$ cat config.mk
export PLATFORM = sky130hd
export DESIGN_NAME = ots_selector
export DESIGN_NICKNAME = d
export VERILOG_FILES = /design/src/shared/ots_pkg.sv /design/src/hw/ots_selector.sv
export VERILOG_INCLUDE_DIRS = /design/src /design/src/shared
export SDC_FILE = /design/constraint.sdc
export NUM_CORES = 2
export LEC_CHECK = 0
export BUFFER_PORTS_ARGS = -buffer_cell sky130_fd_sc_hd__buf_2
export CORE_MARGIN = 10
export CORE_UTILIZATION = 39
export CTS_CLUSTER_DIAMETER = 50
export CTS_CLUSTER_SIZE = 10
export DETAILED_ROUTE_END_ITERATION = 16
export GPL_ROUTABILITY_DRIVEN = 0
export GPL_TIMING_DRIVEN = 0
export HOLD_SLACK_MARGIN = 0.08
export SETUP_SLACK_MARGIN = 0.15
export SYNTH_ARGS = -nofsm -noshare
export SYNTH_HDL_FRONTEND = slang
export SYNTH_SLANG_ARGS = --single-unit
$ cat constraint.sdc
create_clock -name aclk -period 8.4 [get_ports aclk]
set_input_delay 1.68 -clock aclk [delete_from_list [all_inputs] [get_ports aclk]]
set_output_delay 1.68 -clock aclk [all_outputs]
set_load 0.01 [all_outputs]
$ cat src/shared/ots_map.svh
// Register offsets, reset values, selection codes and timing counts
`ifndef OTS_MAP_SVH
`define OTS_MAP_SVH
`define OTS_ADDR_SEL_OC 8'h00
`define OTS_ADDR_SEL_RELAY 8'h04
`define OTS_ADDR_REMOTE 8'h08
`define OTS_ADDR_FREQ_CFG 8'h0C
`define OTS_ADDR_FREQ_THR 8'h10
`define OTS_ADDR_CUR_LVL 8'h14
`define OTS_ADDR_CUR_TIME 8'h18
`define OTS_ADDR_STATUS 8'h1C
`define OTS_RST_SEL_OC 8'h00
`define OTS_RST_SEL_RELAY 8'h63
`define OTS_RST_START_FREQ 16'h0032
`define OTS_RST_SENS_PCT 7'h0A
`define OTS_RST_FWD_THR 16'h0258
`define OTS_REV_SAME 16'hFFFF
`define OTS_RST_CUR_HI 16'hFFFF
`define OTS_RST_CUR_LO 16'h0000
`define OTS_RST_CUR_TIME 16'h0064
`define OTS_SENS_POS 16
`define OTS_REV_POS 16
`define OTS_LO_POS 16
`define OTS_INV_BASE 8'h64
`define OTS_CODE_LIMIT 8'hC8
`define OTS_PRE_PCT 24'h000055
`define OTS_FULL_PCT 24'h000064
`define OTS_CODE_RUN 8'h00
`define OTS_CODE_SETPT 8'h01
`define OTS_CODE_STALL 8'h03
`define OTS_CODE_FTHR 8'h04
`define OTS_CODE_REGEN 8'h07
`define OTS_CODE_THERM 8'h08
`define OTS_CODE_READY 8'h0B
`define OTS_CODE_OVERCUR 8'h0C
`define OTS_CODE_UNDERCUR 8'h0D
`define OTS_CODE_PID_LO 8'h0E
`define OTS_CODE_PID_HI 8'h0F
`define OTS_CODE_PID_FWD 8'h10
`define OTS_CODE_FAN 8'h19
`define OTS_CODE_HEATSINK 8'h1A
`define OTS_CODE_PWR_DECEL 8'h2E
`define OTS_CODE_PID_ON 8'h2F
`define OTS_CODE_RETRY 8'h40
`define OTS_CODE_PID_SLEEP 8'h46
`define OTS_CODE_LIFE 8'h5A
`define OTS_CODE_HW_FAULT 8'h5B
`define OTS_CODE_CUR_PULSE 8'h5D
`define OTS_CODE_MAINT 8'h5F
`define OTS_CODE_REMOTE 8'h60
`define OTS_CODE_LIGHT 8'h62
`define OTS_CODE_FAULT 8'h63
`define OTS_CLK_PERIOD_NS 40
`define OTS_TICK_NS 1000000
`endif

$ cat src/shared/ots_pkg.sv
// Types shared by the output terminal selector
package ots_pkg;
  typedef logic [7:0] ots_code_t;
  typedef logic [15:0] ots_level_t;
  typedef enum logic [1:0] {
    OTS_RESP_OKAY = 2'h0,
    OTS_RESP_SLVERR = 2'h2,
    OTS_RESP_DECERR = 2'h3
  } ots_resp_t;
  typedef struct packed {
    logic motor_running;
    logic at_setpoint_speed;
    logic overload_stall_active;
    logic freq_threshold_reached;
    logic regen_brake_prealarm;
    logic thermal_prealarm;
    logic ready_to_start;
    logic overcurrent_time_detect;
    logic undercurrent_time_detect;
    logic pid_low_limit;
    logic pid_high_limit;
    logic pid_direction_forward;
    logic fan_fault;
    logic heatsink_hot_prealarm;
    logic power_loss_decel;
    logic pid_active;
    logic retry_in_progress;
    logic pid_sleep;
    logic end_of_life_alarm;
    logic internal_fault_power_off;
    logic current_average_pulse;
    logic maintenance_hours_due;
    logic light_fault_warning;
    logic major_fault_output;
  } ots_flags_t;
endpackage
$ cat src/hw/ots_selector.sv
// Output terminal signal selector with AXI4-Lite register access
//
// Function
// - Codes 0-99 drive the flag directly; 100-199 drive flag of code-100 inverted.
// - Code 0/100: motor running, output frequency at or above starting frequency.
// - Code 1/101: output frequency within sensitivity of commanded frequency.
// - Code 3/103: overload flag while stall prevention is active.
// - Code 4/104: frequency threshold, reverse threshold used in reverse.
// - Code 7/107: regenerative duty reached 85 percent of limit.
// - Code 8/108: thermal accumulator at 85 percent of trip level.
// - Code 11/111: ready after init, while start acceptable or running.
// - Code 12/112: current above threshold longer than detection time.
// - Code 13/113: current below low threshold longer than its time.
// - Codes 14, 15, 16: PID low, high and forward flags, inverted at +100.
// - Code 25 fan fault; code 98 light alarm on fan or comm warning.
// - Code 26/126: heatsink temperature near overheat level.
// - Code 46/146: power-failure deceleration, latched until released.
// - Code 47 PID control active; code 70 PID output interruption.
// - Code 64/164: retry processing in progress.
// - Code 90/190: any tracked part near end of life.
// - Code 91/191: fault from internal circuit failure or wiring error.
// - Code 93/193: averaged current pulse output; refused for the relay.
// - Code 95/195: maintenance timer at or above its alarm threshold.
// - Code 96/196: terminal follows the user remote output bit.
// - Code 99/199: fault latched from trip until fault reset.
// - Open-collector and relay terminals default to codes 0 and 99.
// - DC injection braking forces frequency related flags low.
`timescale 1ns/1ps
`include "ots_map.svh"
module ots_selector
  import ots_pkg::*;
#(
  parameter int TICK_CYCLES = `OTS_TICK_NS / `OTS_CLK_PERIOD_NS
) (
  input wire logic aclk,
  input wire logic aresetn,
  input wire logic [7:0] s_axi_awaddr,
  input wire logic [2:0] s_axi_awprot,
  input wire logic s_axi_awvalid,
  output logic s_axi_awready,
  input wire logic [31:0] s_axi_wdata,
  input wire logic [3:0] s_axi_wstrb,
  input wire logic s_axi_wvalid,
  output logic s_axi_wready,
  output logic [1:0] s_axi_bresp,
  output logic s_axi_bvalid,
  input wire logic s_axi_bready,
  input wire logic [7:0] s_axi_araddr,
  input wire logic [2:0] s_axi_arprot,
  input wire logic s_axi_arvalid,
  output logic s_axi_arready,
  output logic [31:0] s_axi_rdata,
  output logic [1:0] s_axi_rresp,
  output logic s_axi_rvalid,
  input wire logic s_axi_rready,
  input wire logic [15:0] out_freq,
  input wire logic [15:0] cmd_freq,
  input wire logic reverse_dir,
  input wire logic dc_brake,
  input wire logic drive_running,
  input wire logic stall_active,
  input wire logic [15:0] regen_duty,
  input wire logic [15:0] regen_limit,
  input wire logic [15:0] thermal_acc,
  input wire logic [15:0] thermal_trip,
  input wire logic init_done,
  input wire logic start_ok,
  input wire logic [15:0] out_current,
  input wire logic pid_below_low,
  input wire logic pid_above_high,
  input wire logic pid_forward,
  input wire logic fan_failed,
  input wire logic comm_warning,
  input wire logic heatsink_near_hot,
  input wire logic power_decel_start,
  input wire logic power_decel_release,
  input wire logic pid_running,
  input wire logic pid_interrupted,
  input wire logic retry_busy,
  input wire logic [3:0] life_near_end,
  input wire logic hw_fault,
  input wire logic cur_pulse,
  input wire logic [15:0] maint_hours,
  input wire logic [15:0] maint_limit,
  input wire logic fault_trip,
  input wire logic fault_reset,
  output logic oc_terminal,
  output logic relay_terminal
);

  // Settings held by software
  ots_code_t sel_oc;
  ots_code_t sel_relay;
  logic [1:0] remote_out;
  ots_level_t start_freq;
  logic [6:0] sens_pct;
  ots_level_t fwd_thr;
  ots_level_t rev_thr;
  ots_level_t cur_hi;
  ots_level_t cur_lo;
  ots_level_t cur_hi_ms;
  ots_level_t cur_lo_ms;

  // Bus side state
  logic aw_got;
  logic w_got;
  logic [7:0] wr_addr;
  logic [31:0] wr_data;
  logic [3:0] wr_strb;
  logic wr_fire;
  logic [1:0] next_bresp;

  // Status flag state
  ots_flags_t flags;
  logic pwr_decel_latch;
  logic fault_latch;
  logic [15:0] hi_count;
  logic [15:0] lo_count;
  logic [$clog2(TICK_CYCLES + 1) - 1:0] tick_div;
  logic ms_tick;
  logic cur_above;
  logic cur_below;
  ots_level_t thr_used;

  // True when val has reached pct percent of lim
  function automatic logic pct_reached(input logic [15:0] val, input logic [15:0] lim,
                                       input logic [23:0] pct);
    logic [23:0] lhs;
    logic [23:0] rhs;
    lhs = 24'(val) * `OTS_FULL_PCT;
    rhs = 24'(lim) * pct;
    return lhs >= rhs;
  endfunction

  // Checks a selection code against the listed set
  function automatic logic code_listed(input ots_code_t code);
    ots_code_t base;
    base = (code >= `OTS_INV_BASE) ? code - `OTS_INV_BASE : code;
    if (code >= `OTS_CODE_LIMIT) begin
      return 1'b0;
    end
    case (base)
      `OTS_CODE_RUN, `OTS_CODE_SETPT, `OTS_CODE_STALL, `OTS_CODE_FTHR,
      `OTS_CODE_REGEN, `OTS_CODE_THERM, `OTS_CODE_READY, `OTS_CODE_OVERCUR,
      `OTS_CODE_UNDERCUR, `OTS_CODE_PID_LO, `OTS_CODE_PID_HI, `OTS_CODE_PID_FWD,
      `OTS_CODE_FAN, `OTS_CODE_HEATSINK, `OTS_CODE_PWR_DECEL, `OTS_CODE_PID_ON,
      `OTS_CODE_RETRY, `OTS_CODE_PID_SLEEP, `OTS_CODE_LIFE, `OTS_CODE_HW_FAULT,
      `OTS_CODE_CUR_PULSE, `OTS_CODE_MAINT, `OTS_CODE_REMOTE, `OTS_CODE_LIGHT,
      `OTS_CODE_FAULT: return 1'b1;
      default: return 1'b0;
    endcase
  endfunction

  // Level that a selection code puts on a terminal
  function automatic logic term_level(input ots_code_t code, input ots_flags_t f,
                                      input logic remote_bit);
    ots_code_t base;
    logic inv;
    logic val;
    inv = (code >= `OTS_INV_BASE);
    base = inv ? code - `OTS_INV_BASE : code;
    case (base)
      `OTS_CODE_RUN: val = f.motor_running;
      `OTS_CODE_SETPT: val = f.at_setpoint_speed;
      `OTS_CODE_STALL: val = f.overload_stall_active;
      `OTS_CODE_FTHR: val = f.freq_threshold_reached;
      `OTS_CODE_REGEN: val = f.regen_brake_prealarm;
      `OTS_CODE_THERM: val = f.thermal_prealarm;
      `OTS_CODE_READY: val = f.ready_to_start;
      `OTS_CODE_OVERCUR: val = f.overcurrent_time_detect;
      `OTS_CODE_UNDERCUR: val = f.undercurrent_time_detect;
      `OTS_CODE_PID_LO: val = f.pid_low_limit;
      `OTS_CODE_PID_HI: val = f.pid_high_limit;
      `OTS_CODE_PID_FWD: val = f.pid_direction_forward;
      `OTS_CODE_FAN: val = f.fan_fault;
      `OTS_CODE_HEATSINK: val = f.heatsink_hot_prealarm;
      `OTS_CODE_PWR_DECEL: val = f.power_loss_decel;
      `OTS_CODE_PID_ON: val = f.pid_active;
      `OTS_CODE_RETRY: val = f.retry_in_progress;
      `OTS_CODE_PID_SLEEP: val = f.pid_sleep;
      `OTS_CODE_LIFE: val = f.end_of_life_alarm;
      `OTS_CODE_HW_FAULT: val = f.internal_fault_power_off;
      `OTS_CODE_CUR_PULSE: val = f.current_average_pulse;
      `OTS_CODE_MAINT: val = f.maintenance_hours_due;
      `OTS_CODE_REMOTE: val = remote_bit;
      `OTS_CODE_LIGHT: val = f.light_fault_warning;
      `OTS_CODE_FAULT: val = f.major_fault_output;
      default: val = 1'b0;
    endcase
    if (!code_listed(code)) begin
      return 1'b0;
    end
    return val ^ inv;
  endfunction

  // Threshold in use for the current direction
  assign thr_used = (reverse_dir && rev_thr != `OTS_REV_SAME) ? rev_thr : fwd_thr;
  assign cur_above = out_current > cur_hi;
  assign cur_below = out_current < cur_lo;

  // Flags derived from drive status
  always_comb begin
    logic [23:0] diff;
    diff = 24'h000000;
    flags = '0;
    diff = (out_freq >= cmd_freq) ? 24'(out_freq - cmd_freq) : 24'(cmd_freq - out_freq);
    flags.motor_running = drive_running && out_freq >= start_freq && !dc_brake;
    // Within band when the gap times 100 stays at or below sensitivity times command
    flags.at_setpoint_speed = !dc_brake && drive_running &&
        24'(cmd_freq) * 24'(sens_pct) >= diff * `OTS_FULL_PCT;
    flags.overload_stall_active = stall_active;
    flags.freq_threshold_reached = !dc_brake && out_freq >= thr_used;
    flags.regen_brake_prealarm = pct_reached(regen_duty, regen_limit, `OTS_PRE_PCT);
    flags.thermal_prealarm = pct_reached(thermal_acc, thermal_trip, `OTS_PRE_PCT);
    flags.ready_to_start = init_done && (start_ok || drive_running);
    flags.overcurrent_time_detect = hi_count > cur_hi_ms;
    flags.undercurrent_time_detect = lo_count > cur_lo_ms;
    flags.pid_low_limit = pid_below_low;
    flags.pid_high_limit = pid_above_high;
    flags.pid_direction_forward = pid_forward;
    flags.fan_fault = fan_failed;
    flags.heatsink_hot_prealarm = heatsink_near_hot;
    flags.power_loss_decel = pwr_decel_latch;
    flags.pid_active = pid_running;
    flags.retry_in_progress = retry_busy;
    flags.pid_sleep = pid_interrupted;
    flags.end_of_life_alarm = |life_near_end;
    flags.internal_fault_power_off = hw_fault;
    flags.current_average_pulse = cur_pulse;
    flags.maintenance_hours_due = maint_hours >= maint_limit;
    flags.light_fault_warning = fan_failed || comm_warning;
    flags.major_fault_output = fault_latch;
  end

  // Millisecond enable for the current detection timers
  always_ff @(posedge aclk) begin
    if (!aresetn) begin
      tick_div <= '0;
    end else if (ms_tick) begin
      tick_div <= '0;
    end else begin
      tick_div <= tick_div + 1'b1;
    end
  end
  assign ms_tick = (tick_div == ($bits(tick_div))'(TICK_CYCLES - 1));

  // High current duration, restarts when the current drops
  always_ff @(posedge aclk) begin
    if (!aresetn || !cur_above) begin
      hi_count <= '0;
    end else if (ms_tick && hi_count != 16'hFFFF) begin
      hi_count <= hi_count + 16'h0001;
    end
  end

  // Low current duration, restarts when the current rises
  always_ff @(posedge aclk) begin
    if (!aresetn || !cur_below) begin
      lo_count <= '0;
    end else if (ms_tick && lo_count != 16'hFFFF) begin
      lo_count <= lo_count + 16'h0001;
    end
  end

  // Power-failure deceleration latch; the start wins over release
  always_ff @(posedge aclk) begin
    if (!aresetn) begin
      pwr_decel_latch <= 1'b0;
    end else if (power_decel_start) begin
      pwr_decel_latch <= 1'b1;
    end else if (power_decel_release) begin
      pwr_decel_latch <= 1'b0;
    end
  end

  // Fault latch; a new trip wins over a reset
  always_ff @(posedge aclk) begin
    if (!aresetn) begin
      fault_latch <= 1'b0;
    end else if (fault_trip) begin
      fault_latch <= 1'b1;
    end else if (fault_reset) begin
      fault_latch <= 1'b0;
    end
  end

  // Terminal drivers
  always_ff @(posedge aclk) begin
    if (!aresetn) begin
      oc_terminal <= 1'b0;
      relay_terminal <= 1'b0;
    end else begin
      oc_terminal <= term_level(sel_oc, flags, remote_out[0]);
      relay_terminal <= term_level(sel_relay, flags, remote_out[1]);
    end
  end

  // Write address and data are taken in either order
  assign s_axi_awready = !aw_got && !s_axi_bvalid;
  assign s_axi_wready = !w_got && !s_axi_bvalid;
  assign wr_fire = aw_got && w_got && !s_axi_bvalid;

  always_ff @(posedge aclk) begin
    if (!aresetn) begin
      aw_got <= 1'b0;
      wr_addr <= 8'h00;
    end else if (s_axi_awvalid && s_axi_awready) begin
      aw_got <= 1'b1;
      wr_addr <= s_axi_awaddr;
    end else if (wr_fire) begin
      aw_got <= 1'b0;
    end
  end

  always_ff @(posedge aclk) begin
    if (!aresetn) begin
      w_got <= 1'b0;
      wr_data <= 32'h00000000;
      wr_strb <= 4'h0;
    end else if (s_axi_wvalid && s_axi_wready) begin
      w_got <= 1'b1;
      wr_data <= s_axi_wdata;
      wr_strb <= s_axi_wstrb;
    end else if (wr_fire) begin
      w_got <= 1'b0;
    end
  end

  // Write response code for the pending write
  always_comb begin
    case (wr_addr)
      `OTS_ADDR_SEL_OC, `OTS_ADDR_REMOTE, `OTS_ADDR_FREQ_CFG, `OTS_ADDR_FREQ_THR,
      `OTS_ADDR_CUR_LVL, `OTS_ADDR_CUR_TIME: next_bresp = OTS_RESP_OKAY;
      `OTS_ADDR_SEL_RELAY: next_bresp = (wr_strb[0] &&
          wr_data[7:0] == `OTS_CODE_CUR_PULSE + `OTS_INV_BASE ||
          wr_strb[0] && wr_data[7:0] == `OTS_CODE_CUR_PULSE) ?
          OTS_RESP_SLVERR : OTS_RESP_OKAY;
      `OTS_ADDR_STATUS: next_bresp = OTS_RESP_SLVERR;
      default: next_bresp = OTS_RESP_DECERR;
    endcase
  end

  // Write response
  always_ff @(posedge aclk) begin
    if (!aresetn) begin
      s_axi_bvalid <= 1'b0;
      s_axi_bresp <= OTS_RESP_OKAY;
    end else if (wr_fire) begin
      s_axi_bvalid <= 1'b1;
      s_axi_bresp <= next_bresp;
    end else if (s_axi_bready) begin
      s_axi_bvalid <= 1'b0;
    end
  end

  // Selection registers; a refused relay code leaves the old one
  always_ff @(posedge aclk) begin
    if (!aresetn) begin
      sel_oc <= `OTS_RST_SEL_OC;
      sel_relay <= `OTS_RST_SEL_RELAY;
      remote_out <= 2'h0;
    end else if (wr_fire && wr_strb[0]) begin
      if (wr_addr == `OTS_ADDR_SEL_OC) begin
        sel_oc <= wr_data[7:0];
      end
      if (wr_addr == `OTS_ADDR_SEL_RELAY && next_bresp == OTS_RESP_OKAY) begin
        sel_relay <= wr_data[7:0];
      end
      if (wr_addr == `OTS_ADDR_REMOTE) begin
        remote_out <= wr_data[1:0];
      end
    end
  end

  // Frequency and current settings, whole word writes
  always_ff @(posedge aclk) begin
    if (!aresetn) begin
      start_freq <= `OTS_RST_START_FREQ;
      sens_pct <= `OTS_RST_SENS_PCT;
      fwd_thr <= `OTS_RST_FWD_THR;
      rev_thr <= `OTS_REV_SAME;
      cur_hi <= `OTS_RST_CUR_HI;
      cur_lo <= `OTS_RST_CUR_LO;
      cur_hi_ms <= `OTS_RST_CUR_TIME;
      cur_lo_ms <= `OTS_RST_CUR_TIME;
    end else if (wr_fire && wr_strb == 4'hF) begin
      case (wr_addr)
        `OTS_ADDR_FREQ_CFG: begin
          start_freq <= wr_data[15:0];
          sens_pct <= wr_data[`OTS_SENS_POS +: 7];
        end
        `OTS_ADDR_FREQ_THR: begin
          fwd_thr <= wr_data[15:0];
          rev_thr <= wr_data[`OTS_REV_POS +: 16];
        end
        `OTS_ADDR_CUR_LVL: begin
          cur_hi <= wr_data[15:0];
          cur_lo <= wr_data[`OTS_LO_POS +: 16];
        end
        `OTS_ADDR_CUR_TIME: begin
          cur_hi_ms <= wr_data[15:0];
          cur_lo_ms <= wr_data[`OTS_LO_POS +: 16];
        end
        default: begin
        end
      endcase
    end
  end

  // Read channel, one read at a time
  assign s_axi_arready = !s_axi_rvalid;

  always_ff @(posedge aclk) begin
    if (!aresetn) begin
      s_axi_rvalid <= 1'b0;
      s_axi_rdata <= 32'h00000000;
      s_axi_rresp <= OTS_RESP_OKAY;
    end else if (s_axi_arvalid && s_axi_arready) begin
      s_axi_rvalid <= 1'b1;
      s_axi_rresp <= OTS_RESP_OKAY;
      case (s_axi_araddr)
        `OTS_ADDR_SEL_OC: s_axi_rdata <= {24'h000000, sel_oc};
        `OTS_ADDR_SEL_RELAY: s_axi_rdata <= {24'h000000, sel_relay};
        `OTS_ADDR_REMOTE: s_axi_rdata <= {30'h0, remote_out};
        `OTS_ADDR_FREQ_CFG: s_axi_rdata <= {9'h0, sens_pct, start_freq};
        `OTS_ADDR_FREQ_THR: s_axi_rdata <= {rev_thr, fwd_thr};
        `OTS_ADDR_CUR_LVL: s_axi_rdata <= {cur_lo, cur_hi};
        `OTS_ADDR_CUR_TIME: s_axi_rdata <= {cur_lo_ms, cur_hi_ms};
        `OTS_ADDR_STATUS: s_axi_rdata <= {6'h00, flags, relay_terminal, oc_terminal};
        default: begin
          s_axi_rdata <= 32'h00000000;
          s_axi_rresp <= OTS_RESP_DECERR;
        end
      endcase
    end else if (s_axi_rready) begin
      s_axi_rvalid <= 1'b0;
    end
  end
endmodule

==> flow_summary.toml <==
[status]
outcome = "finished clean"

[detailed_routing]
dr.pass1.iters = 6
vias = 28800
drt_iter0_drc = 2205
wl_per_cell_um = 19.3
drc = 0
ant_nets = 0
viasPerCell = 5.38
wirelength_mm = 103

[sta]
clock_skew_ps = 21.1
relSlewSlack_pct = 3.26
finalSetupViolCount = 0
period_needed_ps = 8080
tightest_slew_ps = 1440
fin_crit_sh_pct = 96.1
rsz0062_at_grt = "true"
drv_slew = 0
hold_viol = 0
fin_ws_ps = 324
fmax_ghz = 0.124
hold_ws_ps = 452

[power_and_ir_drop]
p_clk_share_pct = 18.8
max-vdd-ir-drop_mv = 0.272
fin_total_pwr_mw = 7.95
p_int_mw = 4.51
p_seq_share_pct = 16.9
pwr-share-comb_pct = 64.2
p_sw_share_pct = 43.3
switchingPower_mw = 3.44
p_leak_nw = 17.6
powerDensity_mw_per_mm2 = 220

[layout]
area_delta_synth_final_pct = 18.0
drive_gt1_share_pct = 13.5
fin_nets = 5212
final_cell_mix = "608 x inv_1, 527 x nand2_1, 492 x ha_1"
num-fill-cells = 7794
seq_area_sq_mm = 0.00543
fin_area_sq_mm = 0.0362
final_util_pct = 46.6
layout_commonest_cell = "inv_1"
multi_input_area_sq_mm = 0.0232

[cts]
htree_num_levels = 2
cts_hold_buf = 0
cts_buffers = 38
clkTransAtPathRegs_ps = 50
clock_latency_ps = 540
root_buffer = "clkbuf_16"
cts_max_path_buffers = 3
cts_tree = "done"
clock-sinks = 271

[grt]
grt_max_degree = 11
grt_pass1_wl_mm = 158
grt_pass1_vias = 27600
antenna_found_initial = 6
grt-ovfl-total = 0
track_usage_pct = 22.0

[logic_synthesis]
synth_cell_type_count = 92
synth_cells = 3923
yosysWarnings = 0
synth-seq-cells = 271
yosysSeqAreaShare_pct = 17.7
synth_nets = 4836
synthArstFlopShare_pct = 0
syn-mean-instance-area_sq_um = 7.83
synth-main-ff-cell = "dfxtp_1"
synth_edf_count = 0
synth_area_sq_mm = 0.0307

[min_path]
whs_path_depth = 2
hp-start = "start_freq[13]"
min_to = "start_freq[13]"
hold_path_class = "flop to flop"

[die]
dieArea_sq_mm = 0.0904
die_x_um = 301
initial_utilization_pct = 39.5
num_io_pins = 277
coreArea_sq_mm = 0.0777
dieHeight_um = 301
row_count = 102

[critical_path]
critical_path.top_delay_family = "compound AO/OA/AOI/OAI gates"
crit_buf_inv = 7
crit_path_top_delay_cell = "fa_1"
rr_worst_depth = 27
reg2reg_from = "sens_pct[5]"
critPathRequiredTime_ps = 8850
start_kind = "input port"
critical_path_class = "input port to flop"
cp.arrival_ps = 8530
r2r-end = "oc_terminal"
r2r_slack_ps = 510
end_kind = "flop"
worst-path-max-fanout = 5
max_stage_delay_ps = 500

[place]
placed_area_sq_mm = 0.0335
place_ws_ps = -1680
port_buffers = 270
hpwlAfterDp_mm = 85.1

[run]
maxCapViolCount = 0
==> per-layer routing <==
metal,routed length [um],global-route usage [%],vias to the layer above
met5,0,0,-
met4,3920,7.29,0
met3,8220,3.56,203
met2,45800,35.3,1067
met1,45200,29.6,13500
li1,-,-,14100
==> Yosys cell counts (all sizes together) (12+ instances only) <==
library cell / instances / area, sq um
a211oi: 32 / 250
a21o: 56 / 420
a21oi: 268 / 1350
a221oi: 26 / 228
a22oi: 36 / 284
a31oi: 30 / 194
and2: 54 / 338
and3: 43 / 269
buf: 26 / 146
clkbuf: 126 / 477
dfxtp: 271 / 5430
fa: 156 / 3120
ha: 523 / 6540
inv: 627 / 2350
mux2: 12 / 139
mux2i: 47 / 470
nand2: 530 / 1990
nand2b: 31 / 194
nand3: 111 / 556
nand4: 44 / 275
nor2: 191 / 719
nor2b: 30 / 188
nor3: 68 / 345
nor4: 15 / 93.8
o211ai: 41 / 308
o21a: 23 / 173
o21ai: 133 / 666
o31ai: 13 / 103
or3: 23 / 144
xnor2: 89 / 780
xor2: 61 / 534
==> timing repair <==
action                                  CTS  global route
setup buffers                            18            47
cloned                                    0             0
pin swaps                                32            83
gates resized for setup                  92           179
endpoints found under the setup margin    3             4
==> worst register-to-register path, stage by stage (launching register included) <==
cell and delay [ps]:
dfxtp_1 300, clkbuf_1 520, clkbuf_1 510, nand2_1 160, fa_1 540, inv_1 60, fa_1 510, fa_1 520
fa_1 500, ha_1 260, or3_1 370, o21ai_0 100, a21oi_2 70, a41o_1 260, o41ai_4 360, o21ai_2 90
nor4_1 220, a21oi_1 110, xor2_2 310, ha_4 270, a2111oi_4 360, o21ai_2 140, a221oi_4 220, buf_4 170
a31oi_4 150, and4b_1 240, a211oi_2 250, mux2i_1 230
==> logic make-up after synthesis <==
family / count (synthesis) / synth area share, %
multiplexers: 59 / 1.98
flip-flops: 271 / 17.7
AO/OA/AOI/OAI: 799 / 17.0
XOR/XNOR: 150 / 4.28
buffers and inverters: 779 / 9.69
adder cells (fa/ha/maj): 679 / 31.5
AND/OR/NAND/NOR: 1186 / 17.9
==> registers in the layout (all words and copies together) (netlist names), 2 cells and up <==
| signal | flops |
|---|---|
| s_axi_rdata | 32 |
| wr_data | 32 |
| cur_hi | 16 |
| cur_hi_ms | 16 |
| cur_lo | 16 |
| cur_lo_ms | 16 |
| fwd_thr | 16 |
| hi_count | 16 |
| lo_count | 16 |
| rev_thr | 16 |
| start_freq | 16 |
| tick_div | 15 |
| sel_oc | 8 |
| sel_relay | 8 |
| wr_addr | 8 |
| sens_pct | 7 |
| wr_strb | 4 |
| remote_out | 2 |
| s_axi_bresp | 2 |
==> power by group through the flow <==
stage	Clock, mW	Combinational (mW)	Sequential, mW
5_1_grt	1.56	5.79	1.35
4_1_cts	1.51	4.75	1.34
3_5_place_dp	0	4.39	1.37
2_1_floorplan	0	3.39	1.36
6_report	1.50	5.11	1.35
3_3_place_gp	0	4.32	1.37
==> stage by stage <==
step                      std cells  setup TNS [ps]
after floorplan                3923               0
after global placement         5233           -4800
after detailed placement       5234           -4760
after CTS                      5308               0
after global routing           5356               0
final                          5356               0
==> layout make-up <==
class	count	share of cell area [%]
multi-input combinational	2873	64.0
sequential	271	15.0
inverter	627	6.52
timing repair buffer	336	5.64
tap	1040	3.59
clock buffer	44	2.80
buffer	152	2.13
clock inverter	12	0.345
antenna	1	0.00691
==> worst max-delay path by stage <==
stage                       startpoint           to  slack (ps)  cells past startpoint
after floorplan           cmd_freq[12]  oc_terminal         170                     35
after global placement    cmd_freq[13]  oc_terminal       -1700                     36
after detailed placement  cmd_freq[13]  oc_terminal       -1680                     34
after CTS                  out_freq[6]  oc_terminal         150                     35
after global routing       cmd_freq[7]  oc_terminal          50                     36
final                      out_freq[3]  oc_terminal         320                     35
(Power assumes the default switching activity.)
